===== config.mk =====
export PLATFORM = sky130hd
export DESIGN_NAME = crd_decoder
export DESIGN_NICKNAME = d
export VERILOG_FILES = /design/src/logic/crd_pkg.sv /design/src/logic/crd_decoder.sv /design/src/logic/crd_man_timer.sv
export VERILOG_INCLUDE_DIRS = /design/src /design/src/logic
export SDC_FILE = /design/constraint.sdc
export NUM_CORES = 1
export LEC_CHECK = 0
export BUFFER_PORTS_ARGS = -buffer_cell sky130_fd_sc_hd__clkbuf_2
export CORE_ASPECT_RATIO = 1.75
export CORE_UTILIZATION = 55
export CTS_CLUSTER_DIAMETER = 40
export CTS_CLUSTER_SIZE = 14
export DETAILED_ROUTE_END_ITERATION = 10
export PLACE_DENSITY = 0.86
export SETUP_SLACK_MARGIN = 0.5
export SYNTH_ARGS = -nofsm -noshare
export SYNTH_HDL_FRONTEND = slang
export SYNTH_SLANG_ARGS = --single-unit

===== constraint.sdc =====
create_clock -name clk_sys_in -period 5.13 [get_ports clk_sys_in]
set_clock_uncertainty 0.05 [all_clocks]
set_input_delay 0.2565 -clock clk_sys_in [delete_from_list [all_inputs] [get_ports clk_sys_in]]
set_output_delay 0.2565 -clock clk_sys_in [all_outputs]
set_load 0.02 [all_outputs]

===== src/logic/crd_regs.svh =====
/*
  Constants of the command byte decoder: command byte field positions, reset
  value, special function codes, fixed block read addresses and timer counts.
  Assumes a 125 MHz system clock; included by the modules that use it.
*/
`ifndef CRD_REGS_SVH
`define CRD_REGS_SVH

// ----------------------------------------------------------------------------
// Command byte
// ----------------------------------------------------------------------------
`define CRD_CMD_RESET        8'h00
`define CRD_CMD_FLAG_BIT     7
`define CRD_TYPE_MSB         6
`define CRD_TYPE_LSB         5
`define CRD_ADDR_MSB         4
`define CRD_ADDR_LSB         0

// ----------------------------------------------------------------------------
// Special function codes and fixed block read
// ----------------------------------------------------------------------------
`define CRD_SF_INT_CLEAR     5'h01
`define CRD_SF_MAN_STOP      5'h02
`define CRD_SF_MAN_START     5'h03
`define CRD_MANUAL_SETTING   8'h00
`define CRD_ADDR_COUNT_REG   5'h13
`define CRD_ADDR_DATA_FIRST  5'h14
`define CRD_BLOCK_COUNT      8'h04

// ----------------------------------------------------------------------------
// Timing
// ----------------------------------------------------------------------------
`define CRD_CLK_PERIOD_NS    8
`define CRD_TIMER_TICK_NS    1000
`define CRD_TIMER_TICK_CYC   ((`CRD_TIMER_TICK_NS + `CRD_CLK_PERIOD_NS - 1) / `CRD_CLK_PERIOD_NS)

`endif


===== src/logic/crd_pkg.sv =====
/*
  Types of the command byte decoder: transfer types, frame phases, the
  command byte layout and the byte-level bus event bundle.
  Assumes a byte-level two-wire front end outside this block.
*/
`default_nettype none

package crd_pkg;

  typedef enum logic [1:0] {
    CRD_XF_BYTE    = 2'b00,
    CRD_XF_WORD    = 2'b01,
    CRD_XF_BLOCK   = 2'b10,
    CRD_XF_SPECIAL = 2'b11
  } crd_xfer_t;

  typedef enum logic [1:0] {
    CRD_PH_IDLE  = 2'b00,
    CRD_PH_FIRST = 2'b01,
    CRD_PH_COUNT = 2'b10,
    CRD_PH_DATA  = 2'b11
  } crd_phase_t;

  typedef struct packed {
    logic      flag;
    crd_xfer_t xfer;
    logic [4:0] addr;
  } crd_cmd_t;

  typedef struct packed {
    logic       start;
    logic       stop;
    logic       wr_valid;
    logic [7:0] wr_byte;
    logic       rd_req;
  } crd_bus_evt_t;

endpackage : crd_pkg

`default_nettype wire


===== src/logic/crd_decoder.sv =====
/*
  Command byte decoder of a two-wire light sensor slave: keeps the command
  pointer, steers register accesses, issues special functions and inserts the
  SMBus byte count of the fixed four-byte block read.
  Assumes a byte-level bus front end that reports start, stop, received bytes
  and read requests one per cycle, and a register file that returns the byte
  at reg_addr_out combinationally on reg_rdata_in.
*/
// Functional notes
// Eight-bit command pointer, zero after reset.
// Host sets bit 7 on every command byte.
// First written byte with bit 7 set is a command byte.
// Type 00 selects byte transfers, 01 word transfers.
// Type 10 selects block transfers on either bus flavour.
// Type 11 makes the low field a special function code.
// Low five bits select the target register otherwise.
// Code 00001 pulses interrupt clear once, no stored state.
// Code 00010 stops manual integration when setting is zero.
// Code 00011 starts manual integration when setting is zero.
// Measured manual integration length is readable afterwards.
// Host never issues code 00000 or x11xx.
// I2C block transfers continue until the stop.
// SMBus block transfers carry a byte count, I2C ones none; the code skips it on writes but supplies one on reads only for D3h.
// Host byte count ignored; bytes actually moved are counted.
// One block read returns registers 14h to 17h.
// Host uses block type and command D3h for it.
// With D3h the device supplies byte count 4 first.
// Host never writes register 13h.
// Host clears interrupts only by send byte.
// Receive byte returns the register the pointer selects.
// Pointer address and type persist until the next command.
// Special codes act on acceptance and keep the pointer.
`timescale 1ns/1ps
`default_nettype none
`include "crd_regs.svh"

module crd_decoder
  import crd_pkg::*;
#(
  parameter int TICK_CYC = `CRD_TIMER_TICK_CYC,
  parameter int TIMER_W  = 16
) (
  // Clock and reset
  input  wire logic               clk_sys_in,
  input  wire logic               rst_n_in,
  // Byte-level bus events
  input  wire crd_bus_evt_t       bus_evt_in,
  input  wire logic               smbus_mode_in,
  // Register file
  input  wire logic [7:0]         integration_length_setting_in,
  input  wire logic [7:0]         reg_rdata_in,
  output logic [4:0]              reg_addr_out,
  output logic                    reg_wr_out,
  output logic [7:0]              reg_wdata_out,
  // Read answer
  output logic [7:0]              rd_data_out,
  output logic                    rd_valid_out,
  // Status
  output logic [7:0]              command_pointer_out,
  output logic [7:0]              xfer_count_out,
  // Special functions
  output logic                    int_clear_out,
  output logic                    manual_start_out,
  output logic                    manual_stop_out,
  output logic                    manual_busy_out,
  output logic [TIMER_W-1:0]      manual_timer_out
);

  // --------------------------------------------------------------------------
  // Decode
  // --------------------------------------------------------------------------
  crd_phase_t phase;
  crd_phase_t next_phase;
  logic       cnt_pend;
  logic       next_cnt_pend;
  logic [7:0] next_ptr;
  logic [4:0] next_acc;
  logic       next_wr;
  logic [7:0] next_wdata;
  logic [7:0] next_rdata;
  logic       next_rvalid;
  logic [7:0] next_cnt;
  logic       next_ic;
  logic       next_mstart;
  logic       next_mstop;

  crd_cmd_t   in_cmd;
  crd_cmd_t   cur_cmd;
  logic       advance;
  logic       manual_ok;
  logic       cmd_evt;

  assign in_cmd    = crd_cmd_t'(bus_evt_in.wr_byte);
  assign cur_cmd   = crd_cmd_t'(command_pointer_out);
  assign manual_ok = (integration_length_setting_in == `CRD_MANUAL_SETTING);
  // Word and block transfers walk the address, byte transfers stay put
  assign advance   = (cur_cmd.xfer != CRD_XF_BYTE);
  assign cmd_evt   = !bus_evt_in.start && bus_evt_in.wr_valid
                     && (phase == CRD_PH_FIRST) && in_cmd.flag;

  always_comb begin
    next_phase    = phase;
    next_cnt_pend = cnt_pend;
    next_ptr      = command_pointer_out;
    next_acc      = reg_addr_out;
    next_wr       = 1'b0;
    next_wdata    = reg_wdata_out;
    next_rdata    = rd_data_out;
    next_rvalid   = 1'b0;
    next_cnt      = xfer_count_out;
    next_ic       = 1'b0;
    next_mstart   = 1'b0;
    next_mstop    = 1'b0;
    if (bus_evt_in.stop) begin
      next_phase    = CRD_PH_IDLE;
      next_cnt_pend = 1'b0;
    end
    if (bus_evt_in.start) begin
      // Every frame, including a repeated start, resumes at the pointer
      next_phase    = CRD_PH_FIRST;
      next_acc      = cur_cmd.addr;
      next_cnt      = 8'h00;
      next_cnt_pend = smbus_mode_in && (cur_cmd.xfer == CRD_XF_BLOCK)
                      && (cur_cmd.addr == `CRD_ADDR_COUNT_REG);
    end else if (cmd_evt) begin
      next_phase = CRD_PH_DATA;
      if (in_cmd.xfer == CRD_XF_SPECIAL) begin
        unique case (in_cmd.addr)
          `CRD_SF_INT_CLEAR: next_ic = 1'b1;
          `CRD_SF_MAN_STOP:  next_mstop = manual_ok;
          `CRD_SF_MAN_START: next_mstart = manual_ok;
          default: ;
        endcase
      end else begin
        next_ptr = bus_evt_in.wr_byte;
        next_acc = in_cmd.addr;
        // SMBus block writes carry a count byte that is skipped
        if (smbus_mode_in && (in_cmd.xfer == CRD_XF_BLOCK)) begin
          next_phase = CRD_PH_COUNT;
        end
      end
    end else if (bus_evt_in.wr_valid && (phase == CRD_PH_COUNT)) begin
      next_phase = CRD_PH_DATA;
    end else if (bus_evt_in.wr_valid && (phase != CRD_PH_IDLE)) begin
      next_phase = CRD_PH_DATA;
      next_wr    = 1'b1;
      next_wdata = bus_evt_in.wr_byte;
      next_cnt   = xfer_count_out + 8'h01;
      if (advance) begin
        next_acc = reg_addr_out + 5'h01;
      end
    end else if (bus_evt_in.rd_req && (phase != CRD_PH_IDLE)) begin
      next_phase  = CRD_PH_DATA;
      next_rvalid = 1'b1;
      if (cnt_pend) begin
        next_rdata    = `CRD_BLOCK_COUNT;
        next_acc      = `CRD_ADDR_DATA_FIRST;
        next_cnt_pend = 1'b0;
      end else begin
        next_rdata = reg_rdata_in;
        next_cnt   = xfer_count_out + 8'h01;
        if (advance) begin
          next_acc = reg_addr_out + 5'h01;
        end
      end
    end
  end

  always_ff @(posedge clk_sys_in or negedge rst_n_in) begin
    if (!rst_n_in) begin
      phase               <= CRD_PH_IDLE;
      cnt_pend            <= 1'b0;
      command_pointer_out <= `CRD_CMD_RESET;
      reg_addr_out        <= 5'h00;
      reg_wr_out          <= 1'b0;
      reg_wdata_out       <= 8'h00;
      rd_data_out         <= 8'h00;
      rd_valid_out        <= 1'b0;
      xfer_count_out      <= 8'h00;
      int_clear_out       <= 1'b0;
      manual_start_out    <= 1'b0;
      manual_stop_out     <= 1'b0;
    end else begin
      phase               <= next_phase;
      cnt_pend            <= next_cnt_pend;
      command_pointer_out <= next_ptr;
      reg_addr_out        <= next_acc;
      reg_wr_out          <= next_wr;
      reg_wdata_out       <= next_wdata;
      rd_data_out         <= next_rdata;
      rd_valid_out        <= next_rvalid;
      xfer_count_out      <= next_cnt;
      int_clear_out       <= next_ic;
      manual_start_out    <= next_mstart;
      manual_stop_out     <= next_mstop;
    end
  end

  // --------------------------------------------------------------------------
  // Manual integration timer
  // --------------------------------------------------------------------------
  crd_man_timer #(
    .TICK_CYC (TICK_CYC),
    .W        (TIMER_W)
  ) u_timer (
    .clk_sys_in (clk_sys_in),
    .rst_n_in   (rst_n_in),
    .start_in   (manual_start_out),
    .stop_in    (manual_stop_out),
    .busy_out   (manual_busy_out),
    .count_out  (manual_timer_out)
  );
endmodule : crd_decoder
`default_nettype wire


===== src/logic/crd_man_timer.sv =====
/*
  Manual integration timer: measures the length of a manual integration in
  ticks of a divided enable. Assumes one-cycle start and stop pulses.
*/
`timescale 1ns/1ps
`default_nettype none
`include "crd_regs.svh"

module crd_man_timer
  import crd_pkg::*;
#(
  parameter int TICK_CYC = `CRD_TIMER_TICK_CYC,
  parameter int W        = 16
) (
  // Clock and reset
  input  wire logic         clk_sys_in,
  input  wire logic         rst_n_in,
  // Control
  input  wire logic         start_in,
  input  wire logic         stop_in,
  // Result
  output logic              busy_out,
  output logic [W-1:0]      count_out
);

  localparam int DW = $clog2(TICK_CYC + 1);

  logic [DW-1:0] div_cnt;
  logic [DW-1:0] next_div_cnt;
  logic          next_busy;
  logic [W-1:0]  next_count;

  always_comb begin
    next_div_cnt = div_cnt;
    next_busy    = busy_out;
    next_count   = count_out;
    if (start_in) begin
      next_busy    = 1'b1;
      next_count   = '0;
      next_div_cnt = '0;
    end else if (stop_in) begin
      next_busy = 1'b0;
    end else if (busy_out) begin
      if (div_cnt == DW'(TICK_CYC - 1)) begin
        next_div_cnt = '0;
        // Saturate rather than wrap so a long run never reads as short
        if (count_out != '1) begin
          next_count = count_out + W'(1);
        end
      end else begin
        next_div_cnt = div_cnt + DW'(1);
      end
    end
  end

  always_ff @(posedge clk_sys_in or negedge rst_n_in) begin
    if (!rst_n_in) begin
      div_cnt   <= '0;
      busy_out  <= 1'b0;
      count_out <= '0;
    end else begin
      div_cnt   <= next_div_cnt;
      busy_out  <= next_busy;
      count_out <= next_count;
    end
  end

endmodule : crd_man_timer
`default_nettype wire


## After elaboration in Yosys (flattened, before gate mapping)

Cells that the tools add are included.

| operators by class | value |
|---|---|
| add/sub/neg operators | 4 |
| equal/unequal tests | 17 |
| multiplexer cells | 62 |
| bitwise logic cells | 5 |
| reductions and logical operators | 27 |

Operators with widths:

| cell | number |
|---|---|
| 2-to-1 mux 16 bit | 5 |
| 2-to-1 mux 8 bit | 7 |
| 2-to-1 mux 5 bit | 8 |
| 2-to-1 mux 1 bit | 32 |
| 2-to-1 mux 7 bit | 4 |
| adder 16 x 1 -> 16 bit, second input constant | 1 |
| inequality test 16 bit, second input constant | 1 |
| 2-to-1 mux 2 bit | 6 |
| AND reduction 4 bit | 3 |
| nonzero test 2 bit | 6 |
| equality test 5 x 2 -> 1 bit, second input constant | 2 |
| logical AND 1 bit | 9 |
| adder 8 x 1 -> 8 bit, second input constant | 1 |
| equality test 2 bit, second input constant | 4 |
| zero test 8 bit | 1 |
| adder 7 x 1 -> 7 bit, second input constant | 1 |
| equality test 7 bit, second input constant | 1 |
| inequality test 2 bit, second input constant | 3 |
| inequality test 3 bit, second input constant | 2 |
| AND reduction 3 bit | 2 |
| nonzero test 6 bit | 1 |
| adder 5 x 1 -> 5 bit, second input constant | 1 |
| equality test 5 x 1 -> 1 bit, second input constant | 1 |
| equality test 5 bit, second input constant | 1 |
| other kinds (8) | 12 |

| word-level totals | value |
|---|---|
| flip-flop bits (word level) | 69 |
| input bits | 31 |
| output and inout port bits | 59 |
| logic and storage cells | 130 |

## Logic depth before layout (Yosys ltp)

| logic depth | value |
|---|---|
| depth after elaboration | 8 |
| mapped depth | 8 |
| gate-level depth less buffers | 7 |

## Hierarchy

A second synthesis with hierarchy kept.

| second synthesis, totals | value |
|---|---|
| cells, all modules | 355 |
| area, all modules | 3,664.8 um^2 |

By module, submodules not included:

| module | instances | cells each | area each (um^2) | sequential area each (um^2) |
|---|---|---|---|---|
| crd_decoder | 1 | 209 | 2,250.9 | 1,126.1 |
| crd_man_timer | 1 | 146 | 1,413.9 | 600.6 |

## Worst setup path before layout

No wires, ideal clock.

| timing | value |
|---|---|
| kind | reg2reg |
| start point | register u_timer.div_cnt[0] |
| end point | register u_timer.count_out[13] |
| library setup time | 0.066 ns |
| data arrival time | 1.685 ns |
| data required time | 5.014 ns |
| slack | 3.329 ns |
| cell stages (with the launch flop) | 8 |
| path buffers | 0 |
| period minus slack after synthesis | 1.801 ns |
| cell sequence | dfrtp_1 inv_1 ha_1 nand4b_1 nor4_4 nand3_2 or4_1 nand2_1 |

| between the ends | value |
|---|---|
| cells in the longest elaborated chain, start to end | 3 |

Ends and longest elaborated chain:

| what | RTL line | text |
|---|---|---|
| start: declaration | crd_man_timer.sv:28 | `logic [DW-1:0] div_cnt;` |
| start signal: assignment | crd_man_timer.sv:62 | `div_cnt <= next_div_cnt;` |
| equality test 7 bit | crd_man_timer.sv:44 | `if (div_cnt == DW'(TICK_CYC - 1)) begin` |
| nonzero test 2 bit (no source line) | n/a |  |
| AND reduction 4 bit (no source line) | n/a |  |
| end signal: assignment | crd_man_timer.sv:64 | `count_out <= next_count;` |
| end: declaration | crd_man_timer.sv:23 | `output logic [W-1:0] count_out` |

Every way passes these cells.
A chain may end at the register's enable or synchronous reset.

## Worst setup path after layout

| timing | value |
|---|---|
| start point | register u_timer.div_cnt[0] |
| end point | register u_timer.div_cnt[6] |

| between the ends | value |
|---|---|
| cells in the longest elaborated chain, start to end | 5 |
| elaborated cells between the ends (all ways) | 6 |
| those cells by class | 1 x add/sub; 1 x eq/ne; 4 x mux |

Ends and longest elaborated chain:

| what | RTL line | text |
|---|---|---|
| adder 7 x 1 -> 7 bit or equality test 7 bit (tied branches) | crd_man_timer.sv:51, crd_man_timer.sv:44 |  |
| 2-to-1 mux 7 bit (*) | crd_man_timer.sv:44 |  |
| 2-to-1 mux 7 bit (*) | crd_man_timer.sv:43 | `end else if (busy_out) begin` |
| 2-to-1 mux 7 bit (*) | crd_man_timer.sv:41 | `end else if (stop_in) begin` |
| 2-to-1 mux 7 bit (*) | crd_man_timer.sv:37 | `if (start_in) begin` |

Mark *: on every way between the ends. The rest lies on a longest branch, timed or not. The select of a mux whose other input is x is not followed.

==> results by group <==
Placement
  • Port bufs: 89
  • HPWL Detailed: 5.969 mm
  • DP Worst Slack: 3029 ps
  • Final GP Congestion: between 0.9 and 1

Clocking
  • CTS tree: built
  • Postcts setup bufs: 0
  • Clk root buf: clkbuf_8
  • CTS H-tree depth: 3
  • Clk buf depth: 2
  • Sink Count: 69
  • CTS buffer count: 9
  • Worst-Skew Late Latency: 340 ps
  • Clk slew on worst S/H paths: 70 ps
  • CTS resizes: 0
  • Post-CTS Hold Buffers: 0

Pwr
  • Pwr/cell area: 331.6 nW/um2
  • VDD IR max: 0.0002463 V
  • Pleak: 2.024 nW

Finish
  • P&R area growth vs syn: 19.96%
  • Fin nets: 478
  • # diodes: 0
  • Layout cells sized above 1: 29.15%
  • Fillers: roughly 490

Synthesis
  • Main synth FF type: dfrtp_1
  • Sequential share of the synthesized area: 49.91%
  • Post-synthesis async set-or-reset flop share: 100.0%
  • Synth cell count leaders: 69 x dfrtp_1, 42 x nor2_1, 28 x nand2_1
  • Syn Std Cell Area: 3460 um2
  • Yosys reg bits: slightly below 70
  • Most common cell in the netlist: dfrtp_1
  • Area leader, netlist: dfrtp_1
  • EDFF count, synth: 0
  • Syn Area/Cell: 9.856 um2
  • Synth cell types: 53
  • Syn Inst Count: approximately 350
  • Synth top area share: 49.91%
  • Post-Syn Nets: 387
  • Area contributors post-synth: dfrtp_1 50%, nor2_1 4.6%, o21ai_0 3.9%
  • Warnings from Yosys: 0

Timing
  • PnR worst setup slack: roughly 3000 ps
  • Final Cycle Share: 41.29%
  • Setup_tns: 0 ps
  • Slew HR: 24.48%
  • Max-slew violations: 0
  • Fmax: 472.1 MHz
  • Worst-Margin Slew: around 1100 ps
  • Setup Viol. Count Final: 0
  • Fin. Hold Viols: 0
  • Minimum clock period: 2118 ps
  • RSZ-0062 raised after global routing: no

Worst hold path
  • Worst min path class: input port to async pin

Critical path
  • Reg2reg end: u_timer.div_cnt[6]$_DFFE_PN0P_
  • Critical Path End Type: flop
  • Crit path required time: around 5300 ps
  • Crit-path max FO: 12
  • R2R depth: 7
  • Crit path DAT: 2250 ps
  • Worst Setup SP: u_timer.div_cnt[0]$_DFFE_PN0P_
  • WS Path Type: flop to flop
  • R2R setup slack: about 3000 ps
  • RR Startpoint: u_timer.div_cnt[0]$_DFFE_PN0P_
  • Type of origin of the critical path: flop

Floorplan
  • Initial cell density of the core: approximately 58%
  • Site row count: 37
  • Io pins: 90
  • Die W: around 62 um
  • Die footprint: 6623 um2
  • Core area: 5972 um2
  • Die H: 106.9 um

Global route
  • GRT Resource Usage Total: 26.90%
  • Initial antenna violation count: 0
  • Number of global-route vias before repair: 2,848
  • Congestion Overflow GR: 0
  • First-pass GRT wire length: roughly 13 mm
  • Largest net degree at the start of global routing: 70

Routing
  • Final wirelength: 8.113 mm
  • DR vias: 3,005
  • Post-DRT Antenna Nets: 0
  • TritonRoute pass-1 iters: 5
  • Drt wl/cell: roughly 15 um
  • Detailed Route Iter0 Violations: 172
  • Drt drc: 0
  • Via density: 5.735

Run status
  • Status: finished, final reports clean

Flow run
  • Max Cap Violations: 0
[power by group]
group	switching [W]	total, W	internal, W
combinational	0.000182	0.000295	0.000113
sequential	0.0000591	0.000663	0.000604
clock	0.000199	0.000418	0.000219
total	0.000440	0.00138	0.000936
[critical path, cell delays in order (launching register included)]
cell     delay [ps]
dfrtp_1         410
inv_1            70
ha_1            150
nand2_1          50
o21ai_0         860
nor2b_1          90
o21ai_0         180
o31ai_1          90
[cell usage in the layout (no fill, tap or decap), types with 2 or more instances in the layout]
cell and n:
a211oi_1 2, a21oi_1 8, a31oi_1 2, and3_1 7, and4_1 4, clkbuf_2 88, clkbuf_8 9, clkinv_2 3
dfrtp_1 69, ha_1 5, inv_1 13, mux2_2 12, nand2_1 28, nand2b_1 15, nand3_1 15, nand4_1 14
nand4b_1 2, nor2_1 42, nor2_2 2, nor2b_1 6, nor3_1 7, nor3b_1 3, nor4_1 4, nor4b_1 2
o21ai_0 27, o31ai_1 4, or2_2 3, or3_1 3, xnor2_1 9, xor2_1 10
[sequential cells by signal, summed over array words and instances, names as in the netlist, 2 cells and up]
signal	flops
phase	2
u_timer.div_cnt	7
xfer_count_out	8
reg_addr_out	5
reg_wdata_out	8
command_pointer_out	8
u_timer.count_out	16
rd_data_out	8
[metrics by stage]
stage | hold WS (ps) | area [um2] | power [W] | util [%] | instances
4_1_cts | 79.31 | 4150 | 0.001382 | 69.50 | 524
2_1_floorplan | -89.09 | 3460 | 0.0008442 | - | 351
5_1_grt | 77.68 | 4150 | 0.001437 | 69.50 | 524
3_3_place_gp | 408.2 | 3970 | 0.0009556 | 66.48 | 509
3_5_place_dp | 419.7 | 3970 | 0.0009669 | 66.48 | 509
6_report | 26.68 | 4150 | 0.001376 | 69.50 | 524
[final cells by class]
| class | count | area (um2) | area share, % |
|---|---|---|---|
| inverter | 13 | 48.80 | 1.176 |
| timing repair buffer | 90 | 452.9 | 10.91 |
| tap | 78 | 97.59 | 2.352 |
| clock inverter | 5 | 52.55 | 1.266 |
| multi-input combinational | 259 | 1644 | 39.61 |
| sequential | 69 | 1727 | 41.60 |
| clock buffer | 10 | 127.6 | 3.075 |
[worst max-delay path by stage]
stage | to | slack [ps] | cells past startpoint
after floorplan | u_timer.count_out[13]$_DFFE_PN0P_ | 3330 | 7
after global placement | reg_addr_out[4]$_DFFE_PN0P_ | 3130 | 6
after detailed placement | u_timer.div_cnt[6]$_DFFE_PN0P_ | 3030 | 7
after CTS | u_timer.div_cnt[6]$_DFFE_PN0P_ | 3030 | 7
after global routing | u_timer.div_cnt[2]$_DFFE_PN0P_ | 2630 | 7
final | u_timer.div_cnt[6]$_DFFE_PN0P_ | 3010 | 7
[logic make-up (layout without fill, tap and decap cells)]
family | count (synthesis) | after routing | synth area share (%)
AOI/OAI and AO/OA | 56 | 56 | 10.34
xor gates and xnor gates | 19 | 19 | 4.810
adders and majority gates | 5 | 5 | 1.808
buffers and inverters | 23 | 118 | 2.568
DFF | 69 | 69 | 49.91
muxes | 13 | 13 | 4.195
and+or+nand+nor | 166 | 166 | 26.37
[per-layer routing]
layer	track usage, %	routed length [um]	vias to the layer above
met4	11.43	195	0
met5	0	0	-
met2	45.90	4411	117
met1	30.30	3037	1441
li1	-	-	1427
met3	6.876	469	20
No activity file was read; power rests on OpenSTA's default activity.
